**src/pkg/spsps_pkg.sv**
```systemverilog
// Package: register map, field positions and reset values of the SPI slave port status block
package spsps_pkg;
	// Register indices; the APB byte address is four times the index
	localparam logic [15:0] IDX_FLASH_PROTECT = 16'h00b2;
	localparam logic [15:0] IDX_HOST_CMD = 16'h00fd;
	localparam logic [15:0] IDX_PREV_STATUS = 16'h2708;
	localparam logic [15:0] IDX_PORT_CTRL = 16'h270c;
	localparam logic [15:0] IDX_IRQ_STATUS = 16'h2800;
	localparam logic [15:0] IDX_IRQ_ENABLE = 16'h2801;
	localparam logic [15:0] IDX_IRQ_CLEAR = 16'h2802;
	localparam logic [15:0] IDX_PROTECT_CFG = 16'h2803;
	// Field positions
	localparam int FLASH_PROTECT_POS = 6;
	localparam int PORT_EN_POS = 4;
	localparam int WR_RESTRICT_POS = 3;
	localparam int ST_RDY_ERR = 7;
	localparam int ST_RD_PAR = 6;
	localparam int ST_WR_PAR = 5;
	localparam int ST_CNT_HI = 4;
	localparam int ST_CNT_LO = 2;
	localparam int ST_FLASH_MODE = 1;
	localparam int ST_FLASH_RDY = 0;
	// Reset values
	localparam logic FLASH_PROTECT_RST = 1'h0;
	localparam logic PORT_EN_RST = 1'h1;
	localparam logic WR_RESTRICT_RST = 1'h0;
	localparam logic [7:0] PREV_STATUS_RST = 8'h00;
	localparam logic [7:0] HOST_CMD_RST = 8'h00;
	localparam logic [15:0] SAFE_BASE_RST = 16'h0000;
	localparam logic [15:0] CODE_START_RST = 16'hffff;
	localparam logic [2:0] SHORT_CNT = 3'h7;
	localparam int SAFE_LEN = 16;
	// Interrupt events
	localparam int IRQ_CMD = 0;
	localparam int IRQ_DONE = 1;
	localparam int IRQ_BLOCKED = 2;
	localparam int IRQ_W = 3;
	// Command encodings
	localparam logic [7:0] CMD_RD = 8'h01;
	localparam logic [7:0] CMD_WR = 8'h02;
	localparam logic [7:0] CMD_FL_RD = 8'h03;
	localparam logic [7:0] CMD_FL_WR = 8'h04;
	localparam logic [7:0] CMD_FL_ERASE = 8'h05;
endpackage : spsps_pkg

```
**src/hdl/spsps_shift.sv**
```systemverilog
// Byte shifter on the sampled SPI pins, SPI mode 0, MSB first
`timescale 1ns/100ps
module spsps_shift (
	// Clock and reset
	input wire logic i_clk,
	input wire logic i_rst,
	// Synchronised pins
	input wire logic i_sck,
	input wire logic i_cs_n,
	input wire logic i_mosi,
	// Byte to send
	input wire logic [7:0] i_tx,
	// Events
	output logic o_start,
	output logic o_byte,
	output logic [7:0] o_rx,
	output logic o_end,
	output logic o_miso
);
	logic sck_d_r;
	logic cs_d_r;
	logic [2:0] bit_r;
	logic [7:0] sh_r;
	logic [7:0] tx_r;
	wire rise = i_sck && !sck_d_r && !i_cs_n;
	wire fall = !i_sck && sck_d_r && !i_cs_n;

	always_ff @(posedge i_clk) begin
		if (i_rst) begin
			sck_d_r <= 1'b0;
			cs_d_r <= 1'b1;
		end else begin
			sck_d_r <= i_sck;
			cs_d_r <= i_cs_n;
		end
	end

	always_ff @(posedge i_clk) begin
		if (i_rst) begin
			bit_r <= 3'h0;
			sh_r <= 8'h00;
			o_byte <= 1'b0;
			o_rx <= 8'h00;
		end else begin
			o_byte <= 1'b0;
			if (i_cs_n) begin
				bit_r <= 3'h0;
			end else if (rise) begin
				sh_r <= {sh_r[6:0], i_mosi};
				bit_r <= bit_r + 3'h1;
				if (bit_r == 3'h7) begin
					o_byte <= 1'b1;
					o_rx <= {sh_r[6:0], i_mosi};
				end
			end
		end
	end

	// Transmit shifter loads a new byte at each byte boundary
	always_ff @(posedge i_clk) begin
		if (i_rst) begin
			tx_r <= 8'h00;
		end else if (i_cs_n || (fall && bit_r == 3'h0)) begin
			tx_r <= i_tx;
		end else if (fall) begin
			tx_r <= {tx_r[6:0], 1'b0};
		end
	end

	always_ff @(posedge i_clk) begin
		if (i_rst) begin
			o_start <= 1'b0;
			o_end <= 1'b0;
		end else begin
			o_start <= cs_d_r && !i_cs_n;
			o_end <= !cs_d_r && i_cs_n;
		end
	end

	assign o_miso = tx_r[7];
endmodule : spsps_shift

```
**src/hdl/spsps_top.sv**
```systemverilog
// SPI slave port: command capture, write restriction, transfer status, flash protection
//
// Added by the designer: the APB slave port.
`timescale 1ns/100ps
module spsps_top #(
	parameter int ADDR_W = 16,
	parameter int PAGE_W = 10
) (
	// Clock and reset
	input wire logic i_clk,
	input wire logic i_rst,
	// APB slave
	input wire logic i_psel,
	input wire logic i_penable,
	input wire logic i_pwrite,
	input wire logic [17:0] i_paddr,
	input wire logic [31:0] i_pwdata,
	output logic [31:0] o_prdata,
	output logic o_pready,
	output logic o_pslverr,
	// Shared segment/IO pins
	input wire logic i_seg_sck,
	input wire logic i_seg_cs_n,
	input wire logic i_seg_mosi,
	input wire logic [3:0] i_segment_pin_select,
	output logic o_seg_miso,
	output logic o_seg_miso_oe_n,
	// Device status
	input wire logic i_test_pin,
	input wire logic i_mem_ready,
	input wire logic i_flash_ready,
	// Memory access request
	output logic o_mem_we,
	output logic o_mem_flash,
	output logic o_mem_erase,
	output logic [ADDR_W-1:0] o_mem_addr,
	output logic [7:0] o_mem_wdata,
	input wire logic [7:0] i_mem_rdata,
	// Interrupt
	output logic o_irq
);
	typedef enum {SPSPS_CMD, SPSPS_ADH, SPSPS_ADL, SPSPS_DATA} spsps_state_t;
	spsps_state_t st_r;
	logic [1:0] sck_s_r;
	logic [1:0] cs_s_r;
	logic [1:0] mosi_s_r;
	logic [1:0] test_s_r;
	logic port_en_r;
	logic wr_restrict_r;
	logic flash_protect_r;
	logic [15:0] safe_base_r;
	logic [15:0] code_start_r;
	logic [7:0] host_cmd_r;
	logic [7:0] status_r;
	logic [ADDR_W-1:0] addr_r;
	logic [7:0] nbytes_r;
	logic rd_par_r;
	logic wr_par_r;
	logic rdy_err_r;
	logic [2:0] irq_st_r;
	logic [2:0] irq_en_r;
	logic [7:0] tx_r;
	logic [2:0] irq_set;
	logic start;
	logic byte_v;
	logic [7:0] rx;
	logic xend;
	logic miso;
	logic link_ok;
	logic link_cs_n;

	// Two-flop pin synchronisers; edge detection lives inside the shifter
	always_ff @(posedge i_clk) begin
		if (i_rst) begin
			sck_s_r <= 2'h0;
			cs_s_r <= 2'h3;
			mosi_s_r <= 2'h0;
			test_s_r <= 2'h0;
		end else begin
			sck_s_r <= {sck_s_r[0], i_seg_sck};
			cs_s_r <= {cs_s_r[0], i_seg_cs_n};
			mosi_s_r <= {mosi_s_r[0], i_seg_mosi};
			test_s_r <= {test_s_r[0], i_test_pin};
		end
	end

	assign link_ok = port_en_r && (i_segment_pin_select == 4'h0);
	assign link_cs_n = cs_s_r[1] || !link_ok;

	spsps_shift u_shift (
		.i_clk(i_clk),
		.i_rst(i_rst),
		.i_sck(sck_s_r[1]),
		.i_cs_n(link_cs_n),
		.i_mosi(mosi_s_r[1]),
		.i_tx(tx_r),
		.o_start(start),
		.o_byte(byte_v),
		.o_rx(rx),
		.o_end(xend),
		.o_miso(miso)
	);

	always_ff @(posedge i_clk) begin
		if (i_rst) begin
			o_seg_miso <= 1'b0;
			o_seg_miso_oe_n <= 1'b1;
		end else begin
			o_seg_miso <= miso;
			o_seg_miso_oe_n <= !(link_ok && !cs_s_r[1]);
		end
	end

	// Access checks
	wire is_wr = (host_cmd_r == spsps_pkg::CMD_WR) || (host_cmd_r == spsps_pkg::CMD_FL_WR);
	wire is_rd = (host_cmd_r == spsps_pkg::CMD_RD) || (host_cmd_r == spsps_pkg::CMD_FL_RD);
	wire in_safe = (addr_r >= safe_base_r) && (addr_r < safe_base_r + 16'(spsps_pkg::SAFE_LEN));
	wire wr_ok = !wr_restrict_r || (host_cmd_r == spsps_pkg::CMD_WR && in_safe);
	wire fl_rd_ok = !flash_protect_r;
	wire [ADDR_W-1:0] ea = addr_r | ADDR_W'(rx);
	wire er_ok = !flash_protect_r ||
		(ea[ADDR_W-1:PAGE_W] != '0 && ea < code_start_r);
	wire fl_mode = test_s_r[1] && (host_cmd_r == spsps_pkg::CMD_FL_RD ||
		host_cmd_r == spsps_pkg::CMD_FL_WR || host_cmd_r == spsps_pkg::CMD_FL_ERASE);
	wire ready = (host_cmd_r == spsps_pkg::CMD_FL_WR) ? i_flash_ready : i_mem_ready;

	// Transaction sequencer
	always_ff @(posedge i_clk) begin
		if (i_rst) begin
			st_r <= SPSPS_CMD;
			host_cmd_r <= spsps_pkg::HOST_CMD_RST;
			addr_r <= '0;
			nbytes_r <= 8'h00;
			rd_par_r <= 1'b0;
			wr_par_r <= 1'b0;
			rdy_err_r <= 1'b0;
			tx_r <= 8'h00;
			o_mem_we <= 1'b0;
			o_mem_flash <= 1'b0;
			o_mem_erase <= 1'b0;
			o_mem_addr <= '0;
			o_mem_wdata <= 8'h00;
		end else begin
			o_mem_we <= 1'b0;
			o_mem_erase <= 1'b0;
			// Between frames the return shifter is primed with the latest status
			if (link_cs_n) begin
				tx_r <= status_r;
			end else if (start) begin
				st_r <= SPSPS_CMD;
				nbytes_r <= 8'h00;
				rd_par_r <= 1'b0;
				wr_par_r <= 1'b0;
				rdy_err_r <= 1'b0;
				tx_r <= status_r;
			end else if (byte_v) begin
				wr_par_r <= wr_par_r ^ (^rx);
				case (st_r)
					SPSPS_CMD: begin
						host_cmd_r <= rx;
						st_r <= SPSPS_ADH;
					end
					SPSPS_ADH: begin
						addr_r <= ADDR_W'({rx, 8'h00});
						st_r <= SPSPS_ADL;
					end
					SPSPS_ADL: begin
						addr_r <= addr_r | ADDR_W'(rx);
						st_r <= SPSPS_DATA;
						if (host_cmd_r == spsps_pkg::CMD_FL_ERASE) begin
							o_mem_erase <= er_ok;
							o_mem_flash <= 1'b1;
							o_mem_addr <= addr_r | ADDR_W'(rx);
						end
						if (is_rd) begin
							tx_r <= (host_cmd_r == spsps_pkg::CMD_FL_RD && !fl_rd_ok) ?
								8'h00 : i_mem_rdata;
						end
					end
					SPSPS_DATA: begin
						nbytes_r <= nbytes_r + 8'h01;
						if (!ready && (is_rd || is_wr)) begin
							rdy_err_r <= 1'b1;
						end
						if (is_rd) begin
							rd_par_r <= rd_par_r ^ (^tx_r);
							tx_r <= (host_cmd_r == spsps_pkg::CMD_FL_RD && !fl_rd_ok) ?
								8'h00 : i_mem_rdata;
						end
						if (is_wr && wr_ok && ready) begin
							o_mem_we <= 1'b1;
							o_mem_flash <= host_cmd_r == spsps_pkg::CMD_FL_WR;
							o_mem_wdata <= rx;
						end
						o_mem_addr <= addr_r;
						addr_r <= addr_r + ADDR_W'(1);
					end
					default: st_r <= SPSPS_CMD;
				endcase
			end
		end
	end

	// Status snapshot at the end of each transaction
	always_ff @(posedge i_clk) begin
		if (i_rst) begin
			status_r <= spsps_pkg::PREV_STATUS_RST;
		end else if (xend) begin
			status_r[spsps_pkg::ST_RDY_ERR] <= rdy_err_r;
			status_r[spsps_pkg::ST_RD_PAR] <= rd_par_r;
			status_r[spsps_pkg::ST_WR_PAR] <= wr_par_r;
			status_r[spsps_pkg::ST_CNT_HI:spsps_pkg::ST_CNT_LO] <=
				(st_r != SPSPS_DATA || nbytes_r == 8'h00) ? spsps_pkg::SHORT_CNT :
				nbytes_r[2:0];
			status_r[spsps_pkg::ST_FLASH_MODE] <= fl_mode;
			status_r[spsps_pkg::ST_FLASH_RDY] <= fl_mode && i_flash_ready;
		end else if (!test_s_r[1]) begin
			status_r[spsps_pkg::ST_FLASH_MODE] <= 1'b0;
			status_r[spsps_pkg::ST_FLASH_RDY] <= 1'b0;
		end
	end

	// APB slave, single wait-free access
	wire [15:0] idx = i_paddr[17:2];
	wire acc = i_psel && i_penable;
	wire wr = acc && i_pwrite;

	always_ff @(posedge i_clk) begin
		if (i_rst) begin
			port_en_r <= spsps_pkg::PORT_EN_RST;
			wr_restrict_r <= spsps_pkg::WR_RESTRICT_RST;
			flash_protect_r <= spsps_pkg::FLASH_PROTECT_RST;
			safe_base_r <= spsps_pkg::SAFE_BASE_RST;
			code_start_r <= spsps_pkg::CODE_START_RST;
			irq_en_r <= 3'h0;
		end else if (wr) begin
			case (idx)
				spsps_pkg::IDX_PORT_CTRL: begin
					port_en_r <= i_pwdata[spsps_pkg::PORT_EN_POS];
					wr_restrict_r <= i_pwdata[spsps_pkg::WR_RESTRICT_POS];
				end
				spsps_pkg::IDX_FLASH_PROTECT: flash_protect_r <= i_pwdata[spsps_pkg::FLASH_PROTECT_POS];
				spsps_pkg::IDX_PROTECT_CFG: begin
					safe_base_r <= i_pwdata[15:0];
					code_start_r <= i_pwdata[31:16];
				end
				spsps_pkg::IDX_IRQ_ENABLE: irq_en_r <= i_pwdata[spsps_pkg::IRQ_W-1:0];
				default: ;
			endcase
		end
	end

	// Interrupt status: set wins over clear
	assign irq_set = {(o_mem_erase == 1'b0) && byte_v && st_r == SPSPS_DATA && is_wr && !wr_ok,
		xend, byte_v && st_r == SPSPS_CMD};
	always_ff @(posedge i_clk) begin
		if (i_rst) begin
			irq_st_r <= 3'h0;
			o_irq <= 1'b0;
		end else begin
			irq_st_r <= (irq_st_r & ~((wr && idx == spsps_pkg::IDX_IRQ_CLEAR) ?
				i_pwdata[2:0] : 3'h0)) | irq_set;
			o_irq <= |(irq_st_r & irq_en_r);
		end
	end

	always_ff @(posedge i_clk) begin
		if (i_rst) begin
			o_prdata <= 32'h0;
			o_pready <= 1'b0;
			o_pslverr <= 1'b0;
		end else begin
			o_pready <= i_psel && !i_penable;
			o_pslverr <= 1'b0;
			o_prdata <= 32'h0;
			if (i_psel && !i_penable && !i_pwrite) begin
				case (i_paddr[17:2])
					spsps_pkg::IDX_FLASH_PROTECT:
						o_prdata <= 32'(flash_protect_r) << spsps_pkg::FLASH_PROTECT_POS;
					spsps_pkg::IDX_HOST_CMD: o_prdata <= {24'h0, host_cmd_r};
					spsps_pkg::IDX_PREV_STATUS: o_prdata <= {24'h0, status_r};
					spsps_pkg::IDX_PORT_CTRL: o_prdata <= {27'h0, port_en_r, wr_restrict_r, 3'h0};
					spsps_pkg::IDX_IRQ_STATUS: o_prdata <= {29'h0, irq_st_r};
					spsps_pkg::IDX_IRQ_ENABLE: o_prdata <= {29'h0, irq_en_r};
					spsps_pkg::IDX_PROTECT_CFG: o_prdata <= {code_start_r, safe_base_r};
					default: o_pslverr <= 1'b1;
				endcase
			end else if (i_psel && !i_penable) begin
				o_pslverr <= !(i_paddr[17:2] inside {spsps_pkg::IDX_FLASH_PROTECT,
					spsps_pkg::IDX_PORT_CTRL, spsps_pkg::IDX_IRQ_ENABLE,
					spsps_pkg::IDX_IRQ_CLEAR, spsps_pkg::IDX_PROTECT_CFG});
			end
		end
	end
endmodule : spsps_top

```
**config.mk**
```make
export PLATFORM = sky130hd
export DESIGN_NAME = spsps_top
export DESIGN_NICKNAME = d
export VERILOG_FILES = /design/src/pkg/spsps_pkg.sv /design/src/hdl/spsps_shift.sv /design/src/hdl/spsps_top.sv
export SDC_FILE = /design/constraint.sdc
export NUM_CORES = 1
export LEC_CHECK = 0
export ABC_AREA = 1
export BUFFER_PORTS_ARGS = -buffer_cell sky130_fd_sc_hd__buf_2
export CAP_MARGIN = 20
export CORE_MARGIN = 2
export CORE_UTILIZATION = 53
export DETAILED_ROUTE_END_ITERATION = 10
export PLACE_DENSITY = 0.75
export SKIP_LAST_GASP = 1
export SYNTH_ARGS = -nofsm -noshare
export SYNTH_HDL_FRONTEND = slang
export SYNTH_SLANG_ARGS = --single-unit
```
**constraint.sdc**
```tcl
create_clock -name i_clk -period 3.1 [get_ports i_clk]
set_input_delay 0.155 -clock i_clk [delete_from_list [all_inputs] [get_ports i_clk]]
set_output_delay 0.155 -clock i_clk [all_outputs]
set_load 0.05 [all_outputs]
```
==> results of run 1 <==
## cells by family after synthesis
kind of cell / Yosys count / share of synthesized area, %
XOR/XNOR: 23 / 2.09
AND/OR/NAND/NOR: 436 / 21.3
flip-flops: 196 / 40.7
adder cells (fa/ha/maj): 54 / 7.00
buffers and inverters: 236 / 9.78
AO/OA/AOI/OAI: 318 / 19.2
## Yosys cell counts (4+ instances only)
master	instances
sky130_fd_sc_hd__or2_2	5
sky130_fd_sc_hd__buf_6	5
sky130_fd_sc_hd__nor4_1	7
sky130_fd_sc_hd__a21oi_1	125
sky130_fd_sc_hd__clkbuf_1	22
sky130_fd_sc_hd__inv_2	12
sky130_fd_sc_hd__inv_1	179
sky130_fd_sc_hd__buf_1	5
sky130_fd_sc_hd__nor2_1	104
sky130_fd_sc_hd__o211ai_1	18
sky130_fd_sc_hd__dfxtp_1	196
sky130_fd_sc_hd__nor3_2	4
sky130_fd_sc_hd__o31ai_1	4
sky130_fd_sc_hd__xor2_1	9
sky130_fd_sc_hd__nand2_1	186
sky130_fd_sc_hd__o21ai_1	23
sky130_fd_sc_hd__a31oi_1	13
sky130_fd_sc_hd__a221oi_2	6
sky130_fd_sc_hd__o22ai_1	5
sky130_fd_sc_hd__nand4_1	13
sky130_fd_sc_hd__nand3_1	52
sky130_fd_sc_hd__xnor2_1	14
sky130_fd_sc_hd__o21ai_0	98
sky130_fd_sc_hd__buf_2	11
sky130_fd_sc_hd__a211oi_1	9
sky130_fd_sc_hd__a211oi_2	8
sky130_fd_sc_hd__nor3_1	38
sky130_fd_sc_hd__ha_1	54
## registers in the layout (all words and copies together) (netlist names), 2 cells and up
register       count
irq_st_r           3
o_mem_wdata        8
mosi_s_r           2
status_r           8
u_shift.tx_r       8
cs_s_r             2
tx_r               8
addr_r            16
test_s_r           2
sck_s_r            2
code_start_r      16
host_cmd_r         8
nbytes_r           8
o_mem_addr        16
irq_en_r           3
u_shift.o_rx       8
safe_base_r       16
u_shift.sh_r       7
u_shift.bit_r      3
o_prdata          32
st_r               2
## power groups by stage
stage / clock network (mW) / registers (mW) / logic (mW)
final: 2.25 / 2.53 / 0.186
after global routing: 2.38 / 2.53 / 0.204
after CTS: 2.28 / 2.53 / 0.180
after detailed placement: 0 / 2.58 / 0.152
after global placement: 0 / 2.58 / 0.149
after floorplan: 0 / 2.59 / 0.0733
## metal layers
| layer | wire, um | track usage (%) | part of all wire [%] |
|---|---|---|---|
| met3 | 1190 | 3.56 | 4.8 |
| met4 | 582 | 8.77 | 2.3 |
| met5 | 0 | 0 | 0 |
| met2 | 12600 | 46.3 | 50 |
| met1 | 10700 | 32.0 | 43 |
## area by class of cell
| type | instances | area [sq um] |
|---|---|---|
| Tap cell | 229 | 287 |
| Inverter | 192 | 723 |
| Fill cell | 1563 | 6400 |
| Clock buffer | 22 | 484 |
| Sequential cell | 196 | 3920 |
| Multi-Input combinational cell | 832 | 4900 |
| Timing Repair Buffer | 177 | 1070 |
| Clock inverter | 10 | 120 |
## critical path, stage by stage, from the launching register on
cell	delay, ns
sky130_fd_sc_hd__dfxtp_1	0.32
sky130_fd_sc_hd__inv_1	0.09
sky130_fd_sc_hd__nor3_4	0.24
sky130_fd_sc_hd__nand3_2	0.14
sky130_fd_sc_hd__nor2_4	0.12
sky130_fd_sc_hd__nand3_2	0.10
sky130_fd_sc_hd__nor3_2	0.15
sky130_fd_sc_hd__xor2_1	0.18
sky130_fd_sc_hd__ha_1	0.27
sky130_fd_sc_hd__nand2_2	0.09
sky130_fd_sc_hd__inv_1	0.04
sky130_fd_sc_hd__nand2_1	0.05
sky130_fd_sc_hd__nand2_1	0.04
sky130_fd_sc_hd__nor2_1	0.10
sky130_fd_sc_hd__nand2_1	0.07
sky130_fd_sc_hd__a21oi_2	0.12
sky130_fd_sc_hd__nand2_2	0.11
sky130_fd_sc_hd__nand2_4	0.14
sky130_fd_sc_hd__nand3_4	0.17
sky130_fd_sc_hd__o21ai_2	0.18
sky130_fd_sc_hd__nor2_1	0.05
## final timing paths
kind	startpoint	to	slack [ns]	depth (start not counted)
max	safe_base_r[4]	o_mem_wdata[4]	0.20	20
min	i_penable	o_pready	0.01	4
max reg2reg	safe_base_r[4]	o_mem_wdata[4]	0.20	20
min reg2reg	sck_s_r[0]	sck_s_r[1]	0.41	2
## stage by stage
stage | utilization (%) | TNS (ns) | worst slack [ns]
global route | 64.3 | -0.226 | -0.0480
detailed placement | 58.6 | 0 | 0.00248
CTS | 63.6 | 0 | 0.0537
global placement | 58.6 | 0 | 0.116
finish | 64.3 | 0 | 0.203
floorplan | - | 0 | 0.330
## what timing repair did
item | CTS | global route
pin swaps | 0 | 7
setup endpoints to repair | 8 | 10
gates cloned | 0 | 1
gates resized for setup | 1 | 24
setup buffers | 0 | 1
endpoints found under the hold margin | 29 | 0
hold buffers | 29 | 0
==> results.json, run 1 <==
{
  "gr-usage-all-layers_pct": 25.8,
  "tightest_slew_ns": 0.880,
  "critPathMaxFanout": 8,
  "iteration_0_drc_count_of_the_detailed_router": 607,
  "pwr-share-clk_pct": 45.4,
  "p_total_mw": 4.96,
  "number_of_levels_the_h_tree_was_split_into": 4,
  "post_synthesis_register_bit_count": 196,
  "die-height_um": 139,
  "layout.cells.non_filler": 1658,
  "synth_enable_flop_cells": 0,
  "globalRouteOverflowTotal": 0,
  "final.min_clock_period_ns": 2.90,
  "comb_power_share_pct": 3.7,
  "design.core.area_sq_mm": 0.0179,
  "insertedDiodeCount": 0,
  "timing.setup.critical_path_class": "flip-flop to flip-flop",
  "synth_top_area_share_pct": 40.7,
  "finClkSkew_ns": 0.00791,
  "synthArstFlopShare_pct": 0,
  "place_inst": 1595,
  "net-switching-power_mw": 1.08,
  "endpoint_type_of_the_worst_setup_path": "flip-flop",
  "most-common-layout-cells": "sky130_fd_sc_hd__dfxtp_1 (196), sky130_fd_sc_hd__nand2_1 (183), sky130_fd_sc_hd__inv_1 (178)",
  "cts_tree": "built",
  "timing.hold.ws_ns": 0.0124,
  "ctsRootBufferMaster": "sky130_fd_sc_hd__clkbuf_16",
  "detail-route-antenna-nets": 0,
  "vias_per_cell": 5.43,
  "grt_antenna_before_repair": 0,
  "synthCells": 1263,
  "power.density_mw_per_mm2": 432,
  "syn_to_final_growth_pct": 19.2,
  "floorplan.initialDensity_pct": 53.9,
  "grt_pass1_wl_mm": 40.9,
  "power_leakage_nw": 5.13,
  "cp.arrival_ns": 3.23,
  "post-route-cell-area_sq_mm": 0.0115,
  "share_seq_of_total_power_pct": 50.9,
  "fp.dieArea_sq_mm": 0.0193,
  "syn_area_sq_mm": 0.00965,
  "cts_max_path_buffers": 2,
  "max_slew_margin_pct": 41.3,
  "min_period_over_period_pct": 93.4,
  "vdd_drop_max_v": 0.000423,
  "die_w_um": 139,
  "final_hold_viol_count": 0,
  "placed_cell_area_sq_mm": 0.0105,
  "clk-insertion-delay-late_ns": 0.44,
  "postRouteWirelength_mm": 25.1,
  "synthesis.area_per_instance_sq_um": 7.64,
  "largest_net_degree_at_the_start_of_global_routing": 88,
  "remaining_drc_errors": 0,
  "kind_of_path_behind_the_tightest_hold_check": "primary input to flip-flop",
  "synth_top_cells_by_area": "sky130_fd_sc_hd__dfxtp_1 (41%), sky130_fd_sc_hd__nand2_1 (7.2%), sky130_fd_sc_hd__ha_1 (7.0%), sky130_fd_sc_hd__inv_1 (7.0%), sky130_fd_sc_hd__a21oi_1 (6.5%)",
  "vias_in_the_first_global_route": 8485,
  "mostFrequentLayoutCell": "sky130_fd_sc_hd__dfxtp_1",
  "io_buffer_count": 134,
  "largest_area_contributor_in_the_synthesized_netlist": "sky130_fd_sc_hd__dfxtp_1",
  "timing.fmax_ghz": 0.345,
  "critPathLaunchType": "flip-flop",
  "fin_nets": 1543,
  "post_drt_wl_per_cell_um": 15.1,
  "critPathRequiredTime_ns": 3.44,
  "ys_seq_area_share_pct": 40.7,
  "rows": 49,
  "dr_total_vias": 8998,
  "status": "finished, final reports clean",
  "gp_congestion": 0.894,
  "synth-warning-count": 0,
  "drive_above_1_share_pct": 18.3,
  "drt_pass1_iterations": 7,
  "slew_viol_final": 0,
  "cts-buffers-inserted": 17,
  "internal_power_mw": 3.89,
  "clk_transition_reported_paths_ns": 0.07,
  "synth_flop_cell": "sky130_fd_sc_hd__dfxtp_1",
  "top_level_port_count": 137,
  "mappedNetlistNets": 1390,
  "cts.sinks": 196,
  "setup_viol": 0,
  "cap_viol_max_count": 0,
  "power_switching_share_pct": 21.7,
  "number_of_distinct_library_cells_after_synthesis": 52,
  "detailedPlacementHpwl_mm": 17.7
}
Note: power is estimated with default switching activity, not from simulation.
==> run 2: changes to the inputs <==
--- a/config.mk
+++ b/config.mk
@@ -11,6 +11,7 @@
 export CORE_MARGIN = 2
 export CORE_UTILIZATION = 53
 export DETAILED_ROUTE_END_ITERATION = 10
+export GPL_TIMING_DRIVEN = 0
 export PLACE_DENSITY = 0.75
 export SKIP_LAST_GASP = 1
 export SYNTH_ARGS = -nofsm -noshare
==> constraint.sdc (replaced) <==
create_clock -name i_clk -period 3 [get_ports i_clk]
set_input_delay 0.15 -clock i_clk [delete_from_list [all_inputs] [get_ports i_clk]]
set_output_delay 0.15 -clock i_clk [all_outputs]
set_load 0.05 [all_outputs]
==> results.json, run 2 (synthesized netlist as in run 1, its figures left out) <==
{
  "fillerInstances": 1496,
  "vias_per_cell": 5.45,
  "postRouteWirelength_mm": 26.8,
  "vdd_drop_max_v": 0.000431,
  "ctsRootBufferMaster": "sky130_fd_sc_hd__clkbuf_16",
  "net-switching-power_mw": 1.17,
  "layout.cells.non_filler": 1700,
  "gr-usage-all-layers_pct": 27.3,
  "power_leakage_nw": 5.27,
  "cts.sinks": 196,
  "cap_viol_max_count": 0,
  "slew_viol_final": 0,
  "syn_to_final_growth_pct": 21.7,
  "clk_transition_reported_paths_ns": 0.07,
  "regMostFlops": "o_prdata",
  "kind_of_path_behind_the_tightest_hold_check": "primary input to flip-flop",
  "max_slew_margin_pct": 44.6,
  "remaining_drc_errors": 0,
  "top_level_port_count": 137,
  "iteration_0_drc_count_of_the_detailed_router": 644,
  "endpoint_type_of_the_worst_setup_path": "flip-flop",
  "power.density_mw_per_mm2": 434,
  "cts_tree": "built",
  "rows": 49,
  "io_buffer_count": 133,
  "min_period_over_period_pct": 98.1,
  "final.min_clock_period_ns": 2.94,
  "mostFrequentLayoutCell": "sky130_fd_sc_hd__dfxtp_1",
  "fin_nets": 1586,
  "gp_congestion": 0.926,
  "multi_input_gate_area_in_the_final_layout_sq_mm": 0.00489,
  "detail-route-antenna-nets": 0,
  "finClkSkew_ns": 0.00980,
  "critPathMaxFanout": 5,
  "power_switching_share_pct": 22.9,
  "insertedDiodeCount": 0,
  "r2r_cells": 19,
  "most-common-layout-cells": "sky130_fd_sc_hd__dfxtp_1 (193), sky130_fd_sc_hd__nand2_1 (183), sky130_fd_sc_hd__inv_1 (176)",
  "drive_above_1_share_pct": 18.9,
  "finalSetupTns_ns": 0,
  "floorplan.initialDensity_pct": 53.9,
  "grt_pass1_wl_mm": 42.6,
  "design.core.area_sq_mm": 0.0179,
  "critPathLaunchType": "flip-flop",
  "rsz0062_at_grt": "true",
  "final_hold_viol_count": 0,
  "cp.arrival_ns": 3.28,
  "dr_total_vias": 9268,
  "final_critical_path_setup_slack_ns": 0.0577,
  "setup_viol": 0,
  "place_inst": 1625,
  "share_seq_of_total_power_pct": 51.1,
  "number_of_levels_the_h_tree_was_split_into": 4,
  "comb_power_share_pct": 4.1,
  "critPathRequiredTime_ns": 3.33,
  "cts-buffers-inserted": 17,
  "detailedPlacementHpwl_mm": 19.8,
  "area_taken_by_flip_flops_and_latches_sq_mm": 0.00393,
  "whs_path_depth": 3,
  "grt_antenna_before_repair": 0,
  "cts_max_path_buffers": 2,
  "die-height_um": 139,
  "largest_reg_flops": 32,
  "globalRouteOverflowTotal": 0,
  "largest_net_degree_at_the_start_of_global_routing": 18,
  "tightest_slew_ns": 0.831,
  "die_w_um": 139,
  "pwr-share-clk_pct": 44.7,
  "pre_cts_ws_ns": -0.338,
  "status": "finished, final reports clean",
  "drt_pass1_iterations": 10,
  "fp.dieArea_sq_mm": 0.0193,
  "timing.fmax_ghz": 0.340,
  "post_drt_wl_per_cell_um": 15.8,
  "clk-insertion-delay-late_ns": 0.44,
  "timing.setup.critical_path_class": "flip-flop to flip-flop",
  "internal_power_mw": 3.93,
  "vias_in_the_first_global_route": 8672
}
==> run 2: cell count changes in the layout (fill, tap and decap cells not counted), moves of 5 or more <==
| cell | previous run | this run |
|---|---|---|
| sky130_fd_sc_hd__clkbuf_1 | 1 | 22 |
| sky130_fd_sc_hd__buf_2 | 134 | 144 |
| sky130_fd_sc_hd__buf_4 | 14 | 7 |
| sky130_fd_sc_hd__dlygate4sd3_1 | 29 | 36 |
| sky130_fd_sc_hd__buf_1 | 0 | 5 |
| sky130_fd_sc_hd__buf_6 | 0 | 5 |
==> run 2: cell type report <==
cell class	instances	share of cell area (%)
Buffer	44	1.91
Clock buffer	17	3.62
Clock inverter	14	1.31
Inverter	192	6.18
Multi-Input combinational cell	831	41.7
Sequential cell	196	33.5
Tap cell	229	2.44
Timing Repair Buffer	177	9.42
==> run 2: critical path, cell delays in order, from the launching register on <==
cell and delay (ns):
sky130_fd_sc_hd__dfxtp_4 0.38, sky130_fd_sc_hd__inv_4 0.04, sky130_fd_sc_hd__nor3_4 0.20, sky130_fd_sc_hd__nand3_2 0.13
sky130_fd_sc_hd__nor2_4 0.17, sky130_fd_sc_hd__nand3_4 0.11, sky130_fd_sc_hd__nor3_4 0.18, sky130_fd_sc_hd__xor2_1 0.17
sky130_fd_sc_hd__ha_1 0.28, sky130_fd_sc_hd__a21oi_1 0.15, sky130_fd_sc_hd__nand2_1 0.07, sky130_fd_sc_hd__nor2_1 0.08
sky130_fd_sc_hd__nand2_1 0.07, sky130_fd_sc_hd__a21oi_2 0.11, sky130_fd_sc_hd__nand2_2 0.11, sky130_fd_sc_hd__nand2_4 0.10
sky130_fd_sc_hd__nand3_4 0.11, sky130_fd_sc_hd__clkbuf_16 0.18, sky130_fd_sc_hd__o21ai_2 0.14, sky130_fd_sc_hd__nor2_1 0.06
==> run 2: metal layers <==
layer	global-route usage (%)	part of all wire [%]	wire, um	up-vias
met2	48.2	49	13200	337
met3	6.18	6.4	1720	73
met5	0	0	0	-
met1	32.5	41	11000	4260
li1	-	-	-	4598
met4	9.84	3.4	908	0
==> run 2: final timing paths <==
| kind | to | slack (ns) | startpoint |
|---|---|---|---|
| setup / recovery | o_mem_wdata[5] | 0.06 | safe_base_r[4] |
| hold / removal | safe_base_r[8] | 0.004 | i_pwdata[8] |
| setup reg to reg | o_mem_wdata[5] | 0.06 | safe_base_r[4] |
| hold reg to reg | mosi_s_r[1] | 0.41 | mosi_s_r[0] |
==> run 2: power groups by stage <==
stage	clock [mW]	sequential [mW]	combinational, mW
floorplan	0	2.67	0.0758
global placement	0	2.67	0.167
detailed placement	0	2.67	0.168
CTS	2.30	2.61	0.204
global route	2.39	2.61	0.227
finish	2.28	2.61	0.210
==> run 2: per-stage QoR <==
step                      utilization [%]  instance area, sq um  power [mW]  hold WS [ns]
after floorplan                         -                  9650        2.75         0.254
after global placement               59.2                 10600        2.84         0.334
after detailed placement             59.2                 10600        2.84         0.337
after CTS                            64.7                 11600        5.12      0.000292
after global routing                 65.6                 11700        5.23        0.0143
final                                65.6                 11700        5.10       0.00407
==> run 2: timing repair <==
item,CTS,global route
endpoints found under the setup margin,10,11
pin swaps,3,16
resized for setup,6,31
setup buffers,2,5
cloned,0,1
hold endpoints to repair,36,0
hold buffers,36,0
==> run 3: changes to the inputs <==
--- a/config.mk
+++ b/config.mk
@@ -9,10 +9,9 @@
 export BUFFER_PORTS_ARGS = -buffer_cell sky130_fd_sc_hd__buf_2
 export CAP_MARGIN = 20
 export CORE_MARGIN = 2
-export CORE_UTILIZATION = 53
+export CORE_UTILIZATION = 30
 export DETAILED_ROUTE_END_ITERATION = 10
 export GPL_TIMING_DRIVEN = 0
-export PLACE_DENSITY = 0.75
 export SKIP_LAST_GASP = 1
 export SYNTH_ARGS = -nofsm -noshare
 export SYNTH_HDL_FRONTEND = slang
==> constraint.sdc (replaced) <==
create_clock -name i_clk -period 2.8 [get_ports i_clk]
set_input_delay 0.14 -clock i_clk [delete_from_list [all_inputs] [get_ports i_clk]]
set_output_delay 0.14 -clock i_clk [all_outputs]
set_load 0.05 [all_outputs]
==> results.json, run 3 (synthesized netlist as in run 1, its figures left out) <==
{
  "share_seq_of_total_power_pct": 50.5,
  "violations_in_the_final_reports": "setup timing",
  "postRouteWirelength_mm": 29.2,
  "setup_viol": 9,
  "vias_in_the_first_global_route": 8758,
  "cts_tree": "built",
  "cts-buffers-inserted": 17,
  "post-route-cell-area_sq_mm": 0.0121,
  "cp.arrival_ns": 3.23,
  "finClkSkew_ns": 0.0151,
  "power_switching_share_pct": 24.7,
  "detailedPlacementHpwl_mm": 22.1,
  "die-height_um": 183,
  "final_hold_viol_count": 0,
  "fp.dieArea_sq_mm": 0.0336,
  "globalRouteOverflowTotal": 0,
  "floorplan.initialDensity_pct": 30.5,
  "critical_path.reg2reg.endpoint": "o_mem_wdata[4]",
  "internal_power_mw": 4.17,
  "tightest_slew_ns": 0.840,
  "endpoint_type_of_the_worst_setup_path": "flip-flop",
  "largest_net_degree_at_the_start_of_global_routing": 20,
  "die_w_um": 183,
  "drt_pass1_iterations": 5,
  "pwr-share-clk_pct": 45.3,
  "remaining_drc_errors": 0,
  "slew_viol_final": 0,
  "drive_above_1_share_pct": 19.6,
  "whs_path_depth": 3,
  "final.min_clock_period_ns": 2.88,
  "ctsRootBufferMaster": "sky130_fd_sc_hd__clkbuf_16",
  "reg2reg_setup_slack_ns": -0.08,
  "critPathMaxFanout": 5,
  "most-common-layout-cells": "sky130_fd_sc_hd__dfxtp_1 (193), sky130_fd_sc_hd__nand2_1 (183), sky130_fd_sc_hd__inv_1 (175)",
  "pre_cts_ws_ns": -0.635,
  "cts.sinks": 196,
  "grt_antenna_before_repair": 0,
  "worst_r2r_startpoint": "safe_base_r[4]",
  "final_critical_path_setup_slack_ns": -0.0833,
  "timing.hold.ws_ns": 0.00909,
  "r2r_cells": 20,
  "clk_transition_reported_paths_ns": 0.08,
  "min_period_over_period_pct": 103,
  "max_slew_margin_pct": 44.0,
  "critPathRequiredTime_ns": 3.15,
  "design.core.area_sq_mm": 0.0316,
  "grt_pass1_wl_mm": 45.9,
  "cts_max_path_buffers": 2,
  "worstHoldEndpoint": "safe_base_r[11]",
  "placed_cell_area_sq_mm": 0.0108,
  "iteration_0_drc_count_of_the_detailed_router": 564,
  "rows": 65,
  "power_leakage_nw": 5.33,
  "vdd_drop_max_v": 0.000422,
  "timing.setup.critical_path_class": "flip-flop to flip-flop",
  "status": "complete, but fails checks",
  "detail-route-antenna-nets": 0,
  "comb_power_share_pct": 4.2,
  "io_buffer_count": 133,
  "power.density_mw_per_mm2": 456,
  "fin_nets": 1599,
  "timing.fmax_ghz": 0.347,
  "vias_per_cell": 4.87,
  "gp_congestion": 0.890,
  "insertedDiodeCount": 0,
  "kind_of_path_behind_the_tightest_hold_check": "primary input to flip-flop",
  "largest_reg_flops": 32,
  "rsz0062_at_grt": "true",
  "cap_viol_max_count": 0,
  "net-switching-power_mw": 1.37,
  "syn_to_final_growth_pct": 25.6,
  "clk-insertion-delay-late_ns": 0.45,
  "holdCritStartpoint": "i_pwdata[11]",
  "mostFrequentLayoutCell": "sky130_fd_sc_hd__dfxtp_1",
  "top_level_port_count": 137,
  "post_drt_wl_per_cell_um": 15.5,
  "number_of_levels_the_h_tree_was_split_into": 4,
  "gr-usage-all-layers_pct": 17.5,
  "regMostFlops": "o_prdata",
  "dr_total_vias": 9188,
  "critPathLaunchType": "flip-flop"
}
==> run 3: cell types whose count changed in the layout (fill, tap and decap cells not counted), moves of 2 or more <==
cell,delta
sky130_fd_sc_hd__buf_4,+10
sky130_fd_sc_hd__clkinv_2,-3
sky130_fd_sc_hd__inv_6,+3
sky130_fd_sc_hd__dlygate4sd3_1,+3
sky130_fd_sc_hd__inv_8,+2
==> run 3: layout make-up <==
cell class / count / area, sq um
Timing Repair Buffer: 190 / 1210
Tap cell: 402 / 503
Clock buffer: 18 / 429
Buffer: 44 / 224
Fill cell: 3263 / 19500
Clock inverter: 14 / 158
Sequential cell: 196 / 3930
Inverter: 192 / 728
Multi-Input combinational cell: 831 / 4930
==> run 3: through the flow <==
step / total power, mW / cells / utilization [%] / setup TNS [ns]
after CTS: 5.59 / 1884 / 38.0 / -1.24
after global routing: 5.71 / 1887 / 38.3 / -2.29
final: 5.53 / 1887 / 38.3 / -0.646
after floorplan: 2.95 / 1263 / - / 0
after global placement: 3.05 / 1798 / 34.2 / -5.86
after detailed placement: 3.05 / 1798 / 34.2 / -6.10
==> run 3: worst max path at each step <==
stage | startpoint | to | slack (ns) | cells after the start
after floorplan | safe_base_r[4] | o_mem_wdata[3] | 0.03 | 21
after global placement | safe_base_r[4] | o_mem_wdata[5] | -0.61 | 21
after detailed placement | safe_base_r[4] | o_mem_wdata[5] | -0.64 | 21
after CTS | safe_base_r[5] | o_mem_wdata[5] | -0.15 | 21
after global routing | safe_base_r[4] | o_mem_wdata[4] | -0.25 | 21
final | safe_base_r[4] | o_mem_wdata[4] | -0.08 | 20
==> run 3: metal layers <==
layer	vias up	wire length, um	global-route usage [%]	part of all wire, %
li1	4635	-	-	-
met1	4241	13000	21.8	45
met2	266	14200	30.8	49
met3	46	1410	3.02	4.8
met4	0	592	5.41	2.0
met5	-	0	0	0
==> run 3: critical path, stage by stage (launching register included) <==
cell                      delay [ns]
sky130_fd_sc_hd__dfxtp_4        0.38
sky130_fd_sc_hd__inv_4          0.07
sky130_fd_sc_hd__nor3_4         0.04
sky130_fd_sc_hd__buf_4          0.13
sky130_fd_sc_hd__buf_4          0.12
sky130_fd_sc_hd__buf_4          0.12
sky130_fd_sc_hd__buf_4          0.12
sky130_fd_sc_hd__buf_4          0.12
sky130_fd_sc_hd__buf_4          0.12
sky130_fd_sc_hd__xor2_1         0.13
sky130_fd_sc_hd__ha_1           0.29
sky130_fd_sc_hd__a21o_1         0.18
sky130_fd_sc_hd__nor2_1         0.09
sky130_fd_sc_hd__nand2_1        0.07
sky130_fd_sc_hd__a21oi_2        0.13
sky130_fd_sc_hd__nand2_2        0.11
sky130_fd_sc_hd__nand2_4        0.09
sky130_fd_sc_hd__nand3_4        0.12
sky130_fd_sc_hd__buf_16         0.17
sky130_fd_sc_hd__o21ai_4        0.11
sky130_fd_sc_hd__nor2_1         0.05
==> run 3: power by group through the flow <==
stage | Clock, mW | Combinational, mW | Sequential [mW]
floorplan | 0 | 0.0812 | 2.86
global placement | 0 | 0.186 | 2.86
detailed placement | 0 | 0.188 | 2.86
CTS | 2.56 | 0.232 | 2.79
global route | 2.66 | 0.256 | 2.79
finish | 2.50 | 0.234 | 2.79
==> run 3: what timing repair did <==
item	CTS	global route
buffers inserted	14	3
cloned	1	0
hold buffers	39	0
pin swaps	10	14
hold endpoints to repair	39	0
gates resized for setup	29	17
endpoints found under the setup margin	11	11
